$ cat src/hdl/tsspc_pkg.sv
// Package for the timer support block: register map, field positions,
// reset values. Assumes a 32-bit Avalon-MM slave with byte addresses.
package tsspc_pkg;
   localparam int ADDR_W = 5;
   // Register byte offsets
   localparam logic [ADDR_W-1:0] OFS_TIMER1_CTRL = 5'h00;
   localparam logic [ADDR_W-1:0] OFS_TIMER2_CTRL = 5'h04;
   localparam logic [ADDR_W-1:0] OFS_PIN_EDGE = 5'h08;
   localparam logic [ADDR_W-1:0] OFS_INT_CTRL_ONE = 5'h0C;
   localparam logic [ADDR_W-1:0] OFS_IRQ_ENABLE = 5'h10;
   localparam logic [ADDR_W-1:0] OFS_STATUS = 5'h14;
   // Field positions
   localparam int T1_SRC_LO = 0;
   localparam int T1_RUN = 2;
   localparam int T1_AUTO_STOP = 3;
   localparam int T2_RUN = 1;
   localparam int T2_PIN_PWM = 3;
   localparam int PIN_EDGE_RISE = 0;
   localparam int SYNC_START_EN = 0;
   localparam int INT_EDGE_RISE = 1;
   localparam int ST_SYNC_SET = 3;
   // Timer one source code that selects the pin
   localparam logic [1:0] T1_SRC_PIN = 2'h3;
   // Reset values
   localparam logic [3:0] RST_CTRL = 4'h0;
   localparam logic [2:0] RST_FLAGS = 3'h0;
endpackage

$ cat src/hdl/tsspc_top.sv
// Timer pin control, request flags, start synchronizer and auto-stop.
// Assumes timer cores on clk report underflows as one-cycle pulses and
// the sequencer drives skip and acknowledge pulses on clk.
//
// Design decisions made here: the placing of the registers and the Avalon-MM interface to the registers.
`timescale 1ns/1ps
module tsspc_top (
   input wire logic clk,
   input wire logic reset,
   input wire logic [tsspc_pkg::ADDR_W-1:0] avs_address,
   input wire logic avs_read,
   input wire logic avs_write,
   input wire logic [31:0] avs_writedata,
   input wire logic [3:0] avs_byteenable,
   output logic [31:0] avs_readdata,
   output logic avs_waitrequest,
   input wire logic presc_out,
   input wire logic timer2_src,
   input wire logic [2:0] underflow,
   input wire logic pwm_in,
   input wire logic port_c_latch,
   input wire logic timer_io_pin_in,
   output logic timer_io_pin_out,
   output logic timer_io_pin_oe,
   input wire logic ext_int_pin,
   input wire logic [2:0] skip_req,
   output logic [2:0] skip_taken,
   input wire logic [2:0] irq_ack,
   output logic [2:0] irq_req,
   output logic timer1_count_pulse,
   output logic timer2_count_pulse,
   output logic ext_int_event
);
   // ---------------------------------------------------------------
   // State
   // ---------------------------------------------------------------
   typedef struct packed {
      logic [3:0] timer1_ctrl;
      logic [3:0] timer2_ctrl;
      logic [3:0] pin_edge_lcd_timer_ctrl;
      logic [3:0] int_ctrl_one;
      logic [2:0] irq_enable;
      logic [2:0] req_flag;
      logic sync_set;
      logic int_s1;
      logic int_s2;
      logic int_prev;
      logic pin_s1;
      logic pin_s2;
      logic pin_prev;
      logic presc_prev;
      logic t2_prev;
      logic t2_armed;
      logic pwm_q;
      logic resp;
      logic [31:0] rdata;
   } tsspc_state_t;

   tsspc_state_t st_ff;
   tsspc_state_t nxt_st;
   logic req;
   logic wr_en;
   logic t1_running;
   logic t1_pin_src;
   logic t1_edge;
   logic int_valid;
   logic t2_running;

   // ---------------------------------------------------------------
   // Combinational helpers
   // ---------------------------------------------------------------
   // Bus handshake: one wait cycle, answer on the second edge
   // Writes land on the answer edge, so a held request counts once
   assign req = avs_read | avs_write;
   assign avs_waitrequest = req & ~st_ff.resp;
   assign wr_en = avs_write & st_ff.resp & avs_byteenable[0];
   assign avs_readdata = st_ff.rdata;

   // Timer one gating and source edge
   assign t1_pin_src = st_ff.timer1_ctrl[1:0] == tsspc_pkg::T1_SRC_PIN;
   assign t1_running = st_ff.timer1_ctrl[tsspc_pkg::T1_RUN]
      & (~st_ff.int_ctrl_one[tsspc_pkg::SYNC_START_EN]
      | st_ff.sync_set);
   always_comb begin
      if (t1_pin_src) begin
         // Falling edge unless the rising edge is chosen
         if (st_ff.pin_edge_lcd_timer_ctrl[tsspc_pkg::PIN_EDGE_RISE]) begin
            t1_edge = st_ff.pin_s2 & ~st_ff.pin_prev;
         end else begin
            t1_edge = ~st_ff.pin_s2 & st_ff.pin_prev;
         end
      end else begin
         t1_edge = presc_out & ~st_ff.presc_prev;
      end
   end
   assign timer1_count_pulse = t1_running & t1_edge;

   // Valid waveform on the int pin, same test as the interrupt
   assign int_valid = st_ff.int_ctrl_one[tsspc_pkg::INT_EDGE_RISE] ?
      (st_ff.int_s2 & ~st_ff.int_prev) : (~st_ff.int_s2 & st_ff.int_prev);
   assign ext_int_event = int_valid;

   // Timer two counts rising edges once a falling edge was seen
   assign t2_running = st_ff.timer2_ctrl[tsspc_pkg::T2_RUN];
   assign timer2_count_pulse = t2_running & st_ff.t2_armed
      & timer2_src & ~st_ff.t2_prev;

   // Flags to interrupt or skip path
   assign irq_req = st_ff.req_flag & st_ff.irq_enable;
   assign skip_taken = skip_req & st_ff.req_flag
      & ~st_ff.irq_enable;

   // Shared pin: driver off while the pin feeds timer one
   assign timer_io_pin_oe = ~t1_pin_src;
   assign timer_io_pin_out = st_ff.timer2_ctrl[tsspc_pkg::T2_PIN_PWM] ?
      st_ff.pwm_q : port_c_latch;

   // ---------------------------------------------------------------
   // Next state
   // ---------------------------------------------------------------
   always_comb begin
      nxt_st = st_ff;
      // Synchronisers and edge history
      nxt_st.int_s1 = ext_int_pin;
      nxt_st.int_s2 = st_ff.int_s1;
      nxt_st.int_prev = st_ff.int_s2;
      nxt_st.pin_s1 = timer_io_pin_in;
      nxt_st.pin_s2 = st_ff.pin_s1;
      nxt_st.pin_prev = st_ff.pin_s2;
      nxt_st.presc_prev = presc_out;
      nxt_st.t2_prev = timer2_src;
      // Bus response
      nxt_st.resp = req & ~st_ff.resp;
      if (avs_read & ~st_ff.resp) begin
         unique case (avs_address)
            tsspc_pkg::OFS_TIMER1_CTRL:
               nxt_st.rdata = {28'h0, st_ff.timer1_ctrl};
            tsspc_pkg::OFS_TIMER2_CTRL:
               nxt_st.rdata = {28'h0, st_ff.timer2_ctrl};
            tsspc_pkg::OFS_PIN_EDGE:
               nxt_st.rdata = {28'h0, st_ff.pin_edge_lcd_timer_ctrl};
            tsspc_pkg::OFS_INT_CTRL_ONE:
               nxt_st.rdata = {28'h0, st_ff.int_ctrl_one};
            tsspc_pkg::OFS_IRQ_ENABLE:
               nxt_st.rdata = {29'h0, st_ff.irq_enable};
            tsspc_pkg::OFS_STATUS:
               nxt_st.rdata = {28'h0, st_ff.sync_set, st_ff.req_flag};
            default: nxt_st.rdata = 32'h0;
         endcase
      end
      // Register writes
      if (wr_en) begin
         unique case (avs_address)
            tsspc_pkg::OFS_TIMER1_CTRL:
               nxt_st.timer1_ctrl = avs_writedata[3:0];
            tsspc_pkg::OFS_TIMER2_CTRL:
               nxt_st.timer2_ctrl = avs_writedata[3:0];
            tsspc_pkg::OFS_PIN_EDGE:
               nxt_st.pin_edge_lcd_timer_ctrl = avs_writedata[3:0];
            tsspc_pkg::OFS_INT_CTRL_ONE:
               nxt_st.int_ctrl_one = avs_writedata[3:0];
            tsspc_pkg::OFS_IRQ_ENABLE: nxt_st.irq_enable = avs_writedata[2:0];
            default: ;
         endcase
      end
      // Auto-stop disarms on timer one underflow in sync mode
      if (underflow[0] & st_ff.int_ctrl_one[tsspc_pkg::SYNC_START_EN]
          & st_ff.timer1_ctrl[tsspc_pkg::T1_AUTO_STOP]) begin
         nxt_st.timer1_ctrl[tsspc_pkg::T1_AUTO_STOP] = 1'b0;
      end
      // Start synchronizer: set by valid edge, held until disabled or cleared by timer one underflow with auto-stop
      if (~nxt_st.int_ctrl_one[tsspc_pkg::SYNC_START_EN]) begin
         nxt_st.sync_set = 1'b0;
      end else if (underflow[0]
                   & st_ff.timer1_ctrl[tsspc_pkg::T1_AUTO_STOP]) begin
         nxt_st.sync_set = 1'b0;
      end else if (int_valid) begin
         nxt_st.sync_set = 1'b1;
      end
      // Request flags: set wins over clear
      nxt_st.req_flag = underflow
         | (st_ff.req_flag & ~(irq_ack & irq_req)
         & ~skip_taken);
      // Timer two waits for a falling source edge after start
      if (~t2_running) begin
         nxt_st.t2_armed = 1'b0;
      end else if (~timer2_src & st_ff.t2_prev) begin
         nxt_st.t2_armed = 1'b1;
      end
      // PWM held when stop meets underflow, hiding the hazard
      if (~(underflow[1] & wr_en
            & avs_address == tsspc_pkg::OFS_TIMER2_CTRL
            & ~avs_writedata[tsspc_pkg::T2_RUN])) begin
         nxt_st.pwm_q = pwm_in;
      end
   end

   // ---------------------------------------------------------------
   // Registers
   // ---------------------------------------------------------------
   always_ff @(posedge clk) begin
      if (reset) begin
         st_ff <= '0;
         st_ff.timer1_ctrl <= tsspc_pkg::RST_CTRL;
         st_ff.req_flag <= tsspc_pkg::RST_FLAGS;
      end else begin
         st_ff <= nxt_st;
      end
   end
endmodule // tsspc_top

$ cat config.mk
export PLATFORM = sky130hd
export DESIGN_NAME = tsspc_top
export DESIGN_NICKNAME = d
export VERILOG_FILES = /design/src/hdl/tsspc_pkg.sv /design/src/hdl/tsspc_top.sv
export SDC_FILE = /design/constraint.sdc
export NUM_CORES = 1
export LEC_CHECK = 0
export BUFFER_PORTS_ARGS = -buffer_cell sky130_fd_sc_hd__buf_2
export CAP_MARGIN = 20
export CORE_ASPECT_RATIO = 0.7
export CORE_MARGIN = 10
export CORE_UTILIZATION = 45
export CTS_CLUSTER_DIAMETER = 60
export DETAILED_ROUTE_END_ITERATION = 7
export PLACE_DENSITY = 0.78
export SLEW_MARGIN = 40
export SYNTH_ARGS = -nofsm -noshare
export SYNTH_HDL_FRONTEND = slang
export SYNTH_SLANG_ARGS = --single-unit
$ cat constraint.sdc
create_clock -name clk -period 1.8 [get_ports clk]
set_input_delay 0.18 -clock clk [delete_from_list [all_inputs] [get_ports clk]]
set_output_delay 0.18 -clock clk [all_outputs]
set_load 0.005 [all_outputs]
Word-level counts from Yosys, hierarchy flattened
Index checks and enable logic that the tools add are counted.
- register bits: 66
- bits of input ports: 60
- output and inout port bits: 44
- logic and storage cells: 90
- eq/ne operators: 6
- multiplexer cells: 8
- bitwise logic cells: 46
- reduce and logical (&&, ||, !) cells: 9
- operators by type and width (cell ; number):
    $pmux W4 S6 ; 1
    $and A1 B1 Y1 ; 21
    $and A3 B3 Y3 ; 6
    $not A1 Y1 ; 13
    $eq A5 B4 Y1 const B ; 2
    $eq A5 B5 Y1 const B ; 2
    $reduce_and A2 Y1 ; 5
    $not A3 Y3 ; 3
    $eq A5 B3 Y1 const B ; 1
    $logic_not A5 Y1 ; 1
    $mux W1 ; 5
    $mux W4 ; 1
    $reduce_or A2 Y1 ; 2
    $mux W3 ; 1
    $or A3 B3 Y3 ; 1
    $reduce_or A3 Y1 ; 1
    $eq A2 B2 Y1 const B ; 1
    $or A1 B1 Y1 ; 2

Depth between registers and ports, before layout
Gate-level depths: netlist (run 1).
- depth after elaboration: 6
- gate-level depth with buffers: 6
- mapped depth without buffers: 4

Least setup slack after synthesis (run 1)
Ideal clock, no wire load.
- kind: input -> register
- from: in avs_address[2] (netlist bit)
- to: reg st_ff[33] (netlist bit)
- data arrival time: 1.367 ns
- path slack: 0.305 ns
- cell stages on the path: 6
- buffers on the path: 2
- cells stage by stage: buf_6 -> or4b_1 -> buf_2 -> nor4_2 -> mux2i_1 -> nor2_1
- word-level cells in the longest chain between the ends: 3
- RTL lines (what ; line ; source):
    start, declared ; tsspc_top.sv:10 ; input wire logic [tsspc_pkg::ADDR_W-1:0] avs_address,
    $eq A5 B3 Y1 ; tsspc_top.sv:192 ; & avs_address == tsspc_pkg::OFS_TIMER2_CTRL
    $and A1 B1 Y1 ; tsspc_top.sv:192 ;
    $and A1 B1 Y1 ; tsspc_top.sv:193 ; & ~avs_writedata[tsspc_pkg::T2_RUN])) begin
    end signal, assigned ; tsspc_top.sv:207 ; st_ff <= nxt_st;
    end, declared ; tsspc_top.sv:59 ; tsspc_state_t st_ff;
Every way passes these cells.
A chain may end at the register's enable or synchronous reset.

Worst setup path after layout (run 1)
- from: reg st_ff[32] (netlist bit)
- to: reg st_ff[58] (netlist bit)
- word-level cells in the longest chain between the ends: 3
- RTL lines (what ; line ; source):
    $and A1 B1 Y1 (2 in a row) ; tsspc_top.sv:76 ; assign wr_en = avs_write & st_ff.resp & avs_byteenable[0];
    $reduce_and A2 Y1 (no line) ; n/a ;
Every way passes these cells.

==> results of run 1 <==
[sequential cells by signal, summed over array words and instances, names as in the netlist]
| register | count |
|---|---|
| avs_readdata | 4 |
| nxt_st | 4 |
| st_ff | 30 |
[layer usage]
| layer | routed length, um | global-route usage [%] |
|---|---|---|
| met1 | 2098 | 14.75 |
| met2 | 2101 | 18.16 |
| met3 | 518 | 6.250 |
| met4 | 40 | 4.120 |
| met5 | 0 | 0 |
[power breakdown]
group	internal, mW	switching [mW]
clock network	0.308	0.300
logic	0.0565	0.0929
registers	0.856	0.0104
[cell usage after synthesis]
cell,number
buf_1,1
dfxtp_1,38
buf_6,1
and2_0,1
mux2_2,2
or4b_1,2
nand4b_1,1
buf_4,33
nor3_4,2
a22oi_1,3
nor4_2,1
buf_2,1
and3_1,1
nor4b_1,1
a211oi_1,1
nor2_1,29
nand2_1,14
a2111o_1,1
o21ai_0,2
nor4_1,2
conb_1,1
inv_1,2
a21oi_1,11
a2111oi_0,1
a31oi_1,1
a221oi_1,5
and2_1,3
mux2i_1,26
o22ai_1,3
a311oi_1,1
nor2b_1,7
nor3b_1,1
nor3_1,3
nand2b_1,5
nand3_1,8
clkbuf_1,6
nand3b_1,1
[worst register-to-register path, delay by kind of cell, from the launching register on]
kind	cells	cell delay, ps
multiplexers	1	240
flip-flops	1	380
AND/OR/NAND/NOR	3	780
[logic make-up after synthesis]
| family | count (synthesis) | synth area share (%) |
|---|---|---|
| buffers and inverters | 44 | 15.11 |
| AOI/OAI and AO/OA | 29 | 9.778 |
| DFF | 38 | 38.60 |
| and+or+nand+nor | 82 | 21.97 |
| other | 1 | 0.1903 |
| muxes | 28 | 14.35 |
[cell usage in the layout (no fill, tap or decap), types with 6 or more instances in the layout]
cell type and n:
dfxtp_1 38, clkbuf_8 6, buf_2 44, nor2b_1 7
a21oi_1 11, nand3_1 8, conb_1 28, mux2i_1 26
nor2_1 29, nand2_1 14
[how the worst max path moves through the flow]
stage | startpoint | to | slack (ps)
4_1_cts | st_ff[32] | st_ff[58] | 300
3_3_place_gp | avs_address[3] | st_ff[58] | 50
6_report | st_ff[32] | st_ff[58] | 270
2_1_floorplan | avs_address[2] | st_ff[33] | 310
3_5_place_dp | avs_address[3] | st_ff[58] | 4
5_1_grt | st_ff[32] | st_ff[43] | 90
[area by class of cell]
class | count | area share (%)
clock inverter | 2 | 0.5679
sequential | 38 | 34.53
timing repair buffer | 49 | 11.70
tap | 55 | 3.123
inverter | 2 | 0.3407
clock buffer | 6 | 3.748
multi-input combinational | 167 | 46.00
==> flow_metrics.py, run 1 <==
metrics = {
    "finish": {
        "finalNetCount": 323,
        "final_area_um2": 2203,
        "antenna_cells": 0,
        "syn2layout_area_growth_pct": 11.81,
        "stdcell_count": 319,
        "n_fill_cell": 431,
        "register_area_um2": 760.7,
        "drive_gt1_share_pct": 23.48,
        "multi_input_area_um2": 1013,
        "final_util_pct": 51.49,
    },
    "worst_setup_path": {
        "regToRegSetupSlack_ps": 270,
        "worstSetupPathType": "register to register",
        "max_stage_delay_ps": 410,
        "worstPathArrival_ps": 1690,
        "cp_data_required_time_ps": 1960,
        "worst-path-buf-inv": 0,
        "timing.rr.start": "st_ff[32]",
        "path_cells": "nand3_1 -> nor3_4 -> mux2i_1 -> nor2_1",
        "r2r-end": "st_ff[58]",
        "critPathSlowestCell": "nor3_4",
        "crit_path_max_fanout": 5,
        "reg2reg_depth": 4,
        "path_depth": 4,
        "path_delay_family": "simple AND/OR/NAND/NOR gates",
        "worst_setup_path_start_kind": "register",
        "end_kind": "register",
    },
    "sta": {
        "post-route-period-util_pct": 85.01,
        "slew_headroom_pct": 55.16,
        "slew_viol_final": 0,
        "period_needed_ps": 1530,
        "tightest_slew_ps": 672.5,
        "tns_ps": 0,
        "final-setup-viol-count": 0,
        "max_freq_mhz": 653.5,
        "skew_ps": 3.914,
        "worst_slack_ps": 269.8,
        "holdWs_ps": 93.66,
        "hold_viol_final": 0,
        "rsz0062_at_grt": "false",
    },
    "grt": {
        "grtUsageTotal_pct": 12.13,
        "grt_overflow": 0,
        "grt_pass1_vias": 1490,
        "grt_max_degree": 39,
        "grt_pass1_wl_mm": 7.217,
        "antenna_found_initial": 0,
    },
    "clocking": {
        "cts-hold-fix-buffers": 0,
        "cts_sinks": 38,
        "h-tree-depth": 2,
        "cts_setup_buffers": 0,
        "cts_buffers": 5,
        "post_cts_resized": 0,
        "clk_pin_slew_ps": 70,
        "clk_latency_ps": 290,
        "clk_root_buffer_cell": "clkbuf_8",
        "cts_max_path_buffers": 2,
        "cts_tree": "built",
    },
    "placed_design": {
        "gp_congestion": 0.9132,
        "place_area_um2": 2108,
        "port_buffers": 44,
        "dp_cells": 311,
        "dp_hpwl_mm": 3.682,
        "pre_cts_ws_ps": 4.475,
    },
    "routing": {
        "drt_wl_total_mm": 4.760,
        "antenna_left": 0,
        "vias": 1605,
        "drt_iter0_markers": 83,
        "drc_errors": 0,
        "routed_via_density": 5.031,
        "wl_per_cell_um": 14.92,
        "first_pass_iters": 4,
    },
    "hold_path": {
        "min_path_type": "primary input to register",
        "hold_depth": 2,
        "hold_path_end": "nxt_st[38]",
        "min-delay-start": "timer_io_pin_in",
    },
    "synth": {
        "ys_ff_latch": 38,
        "yosysWarnings": 0,
        "synth_seq_area_share_pct": 38.60,
        "ys_top_cells_by_area": "dfxtp_1, mux2i_1, buf_4, nor2_1, a21oi_1",
        "netlist.area_leader.share_pct": 38.60,
        "synth_cell_type_count": 37,
        "syn_avg_cell_area_um2": 8.877,
        "syn_inst": 222,
        "netlist_area_um2": 1971,
        "yosysTopAreaCell": "dfxtp_1",
    },
    "floorplanning": {
        "die_w_um": 99.10,
        "coreArea_um2": 4279,
        "fp.dieH_um": 75.37,
        "start_util_pct": 46.05,
        "ios": 104,
        "die_area_um2": 7468,
        "fp-row-count": 20,
    },
    "run_status": {
        "outcome": "finished clean",
    },
    "power_and_ir_drop": {
        "p_leak_nw": 0.9640,
        "finalPower_mw": 1.623,
        "powerDensity_nw_per_um2": 736.7,
        "ir_drop_uv": 465.7,
    },
    "run": {
        "max_cap_viol_count": 0,
    },
}
(Power assumes the default switching activity.)
==> run 2: changes to the inputs <==
Settings changed: ABC_AREA from default to 1, PLACE_DENSITY 0.78 to 0.77.
==> run 2 against run 1 <==
Effect of this change:
- combinational power grew 11%
- critical path depth grew 1
- clock skew is essentially flat
==> flow_metrics.py, run 2 <==
metrics = {
    "worst_setup_path": {
        "worstPathArrival_ps": 1590,
        "critPathSlowestCell": "nor3_2",
        "worstSetupPathType": "register to register",
        "crit_top_cell": "nor2_1",
        "reg2reg_depth": 5,
        "cp_data_required_time_ps": 1990,
        "crit_path_max_fanout": 5,
        "max_stage_delay_ps": 400,
        "end_kind": "register",
        "path_cells": "nand3_1 -> nor3_2 -> inv_2 -> nor2_1 -> nor2_1",
        "worst_setup_path_start_kind": "register",
    },
    "routing": {
        "drc_errors": 0,
        "wl_met2_mm": 2.232,
        "routed_via_density": 4.806,
        "wl_per_cell_um": 13.23,
        "drt_wl_total_mm": 5.107,
        "highest_layer": "met4",
        "met3_length_um": 592,
        "antenna_left": 0,
        "first_pass_iters": 4,
        "wl_met1_mm": 2.266,
        "vias": 1855,
        "drt_iter0_markers": 133,
    },
    "synth": {
        "ys_top_cells_by_area": "dfxtp_1, buf_4, nor2_1, nand2_1, nand4_1",
        "async_reset_ff_share_pct": 0,
        "yosys.area_share.simple_pct": 32.88,
        "syn_avg_cell_area_um2": 7.054,
        "ys.flop_type": "dfxtp_1",
        "synth_common_cells": "nor2_1, nand2_1, dfxtp_1, buf_4, inv_1",
        "synth_fa_ha_area_share_pct": 0,
        "synth_edf_count": 0,
        "syn_inst": 287,
        "synth.most_common_cell": "nor2_1",
        "netlist.area_leader.share_pct": 37.58,
        "yosysWarnings": 0,
        "ys_ff_latch": 38,
        "synth_cell_type_count": 27,
        "synthMuxAreaShare_pct": 0.5562,
        "synth_top_family_by_area": "simple AND/OR/NAND/NOR gates",
        "synth_compound_area_share_pct": 9.703,
        "synth_xor_area_share_pct": 0,
        "synth_seq_area_share_pct": 37.58,
        "yosysTopAreaCell": "dfxtp_1",
        "netlist_area_um2": 2024,
    },
    "grt": {
        "grt_max_degree": 20,
        "antenna_found_initial": 0,
        "grtUsageTotal_pct": 13.56,
        "grt_pass1_wl_mm": 8.521,
        "grt_pass1_vias": 1786,
        "grt_overflow": 0,
    },
    "clocking": {
        "cts_tree": "built",
        "clk_latency_ps": 290,
        "cts_setup_buffers": 0,
        "cts_buffers": 5,
        "h-tree-depth": 2,
        "cts-hold-fix-buffers": 0,
        "post_cts_resized": 0,
        "clk_root_buffer_cell": "clkbuf_8",
        "cts_sinks": 38,
        "clk_pin_slew_ps": 70,
        "cts_max_path_buffers": 2,
    },
    "floorplanning": {
        "start_util_pct": 46.49,
        "coreArea_um2": 4354,
        "die_w_um": 100.2,
        "fp-row-count": 20,
        "ios": 104,
        "die_area_um2": 7624,
        "fp.dieH_um": 76.12,
    },
    "finish": {
        "layout_common_cells": "nor2_1, buf_2, nand2_1, dfxtp_1, conb_1",
        "final_common_cell": "nor2_1",
        "final_area_um2": 2273,
        "top_register": "st_ff",
        "largest_reg_flops": 30,
        "drive_gt1_share_pct": 22.05,
        "syn2layout_area_growth_pct": 12.30,
        "n_fill_cell": 465,
        "stdcell_count": 386,
        "finalNetCount": 390,
        "antenna_cells": 0,
        "final_util_pct": 52.21,
    },
    "sta": {
        "period_needed_ps": 1408,
        "slew_headroom_pct": 65.69,
        "post-route-period-util_pct": 78.24,
        "tns_ps": 0,
        "final-setup-viol-count": 0,
        "tightest_slew_ps": 514.1,
        "max_freq_mhz": 710.1,
        "slew_viol_final": 0,
        "skew_ps": 4.353,
        "hold_viol_final": 0,
        "rsz0062_at_grt": "false",
    },
    "placed_design": {
        "gp_congestion": 0.8960,
        "dp_cells": 378,
        "place_area_um2": 2163,
        "port_buffers": 44,
        "dp_hpwl_mm": 4.019,
    },
    "power_and_ir_drop": {
        "ir_drop_uv": 362.4,
        "internal_power_mw": 1.298,
        "pwr-share-clk_pct": 39.6,
        "p_seq_share_pct": 50.8,
        "p_switching_mw": 0.4118,
        "pwr-share-comb_pct": 9.7,
        "p_leak_nw": 1.144,
        "powerDensity_nw_per_um2": 752.1,
        "swShare_pct": 24.08,
    },
    "run": {
        "max_cap_viol_count": 0,
    },
    "hold_path": {
        "hold_depth": 3,
        "min_path_type": "primary input to register",
    },
    "run_status": {
        "outcome": "finished clean",
    },
}
## run 2: cell types whose count changed after synthesis, moves of 5 or more
cell      before  now
nor2_1        29   62
mux2i_1       26    0
nand2_1       14   40
inv_1          2   26
nand4_1        0   21
o21ai_0        2   23
nor2b_1        7    0
nand2b_1       5    0
## run 2: area by class of cell
type                       instances  area, um^2  share of cell area, %
inverter                          30       112.6                  4.953
tap                               55       68.82                  3.027
multi-input combinational        208       978.4                  43.04
clock buffer                       8       110.1                  4.843
sequential                        38       760.7                  33.46
timing repair buffer              47       242.7                  10.68
## run 2: logic make-up (layout without fill, tap and decap cells)
logic type | Yosys count | in the layout
buf+inv | 68 | 85
flops | 38 | 38
simple gates | 143 | 143
other cells | 1 | 28
mux | 1 | 1
compound gates | 36 | 36
## run 2: stage by stage
stage | total power [mW] | hold WS [ps] | setup slack (ps)
6_report | 1.710 | 88.97 | 391.8
5_1_grt | 1.794 | 89.57 | 237.4
4_1_cts | 1.719 | 84.28 | 395.5
3_5_place_dp | 1.048 | 387.2 | 398.7
3_3_place_gp | 1.045 | 380.5 | 400.0
2_1_floorplan | 1.021 | 287.0 | 670.3
## run 2: power groups by stage
stage,Clock (mW),Sequential [mW],Combinational (mW)
3_3_place_gp,0,0.887,0.158
5_1_grt,0.737,0.870,0.187
6_report,0.677,0.868,0.165
4_1_cts,0.690,0.868,0.161
3_5_place_dp,0,0.887,0.161
2_1_floorplan,0,0.885,0.136
## run 2: metal layers
metal  GRT usage, %  vias up
met1          17.49      829
met2          20.13       74
li1               -      950
met4          2.958        0
met3          6.069        2
met5              0        -
## run 2: worst max-delay path: cells and delay by family (launching register included)
kind	cells	cell delay (ps)
DFF	1	370
and+or+nand+nor	4	820
buffers and inverters	1	110
## run 2: final timing paths
| path | startpoint | to | slack (ps) |
|---|---|---|---|
| worst min-delay path | timer_io_pin_in | nxt_st[38] | 90 |
| worst max register to register | st_ff[32] | st_ff[64] | 390 |
| worst min register to register | nxt_st[41] | nxt_st[40] | 400 |
| worst max-delay path | st_ff[32] | st_ff[64] | 390 |
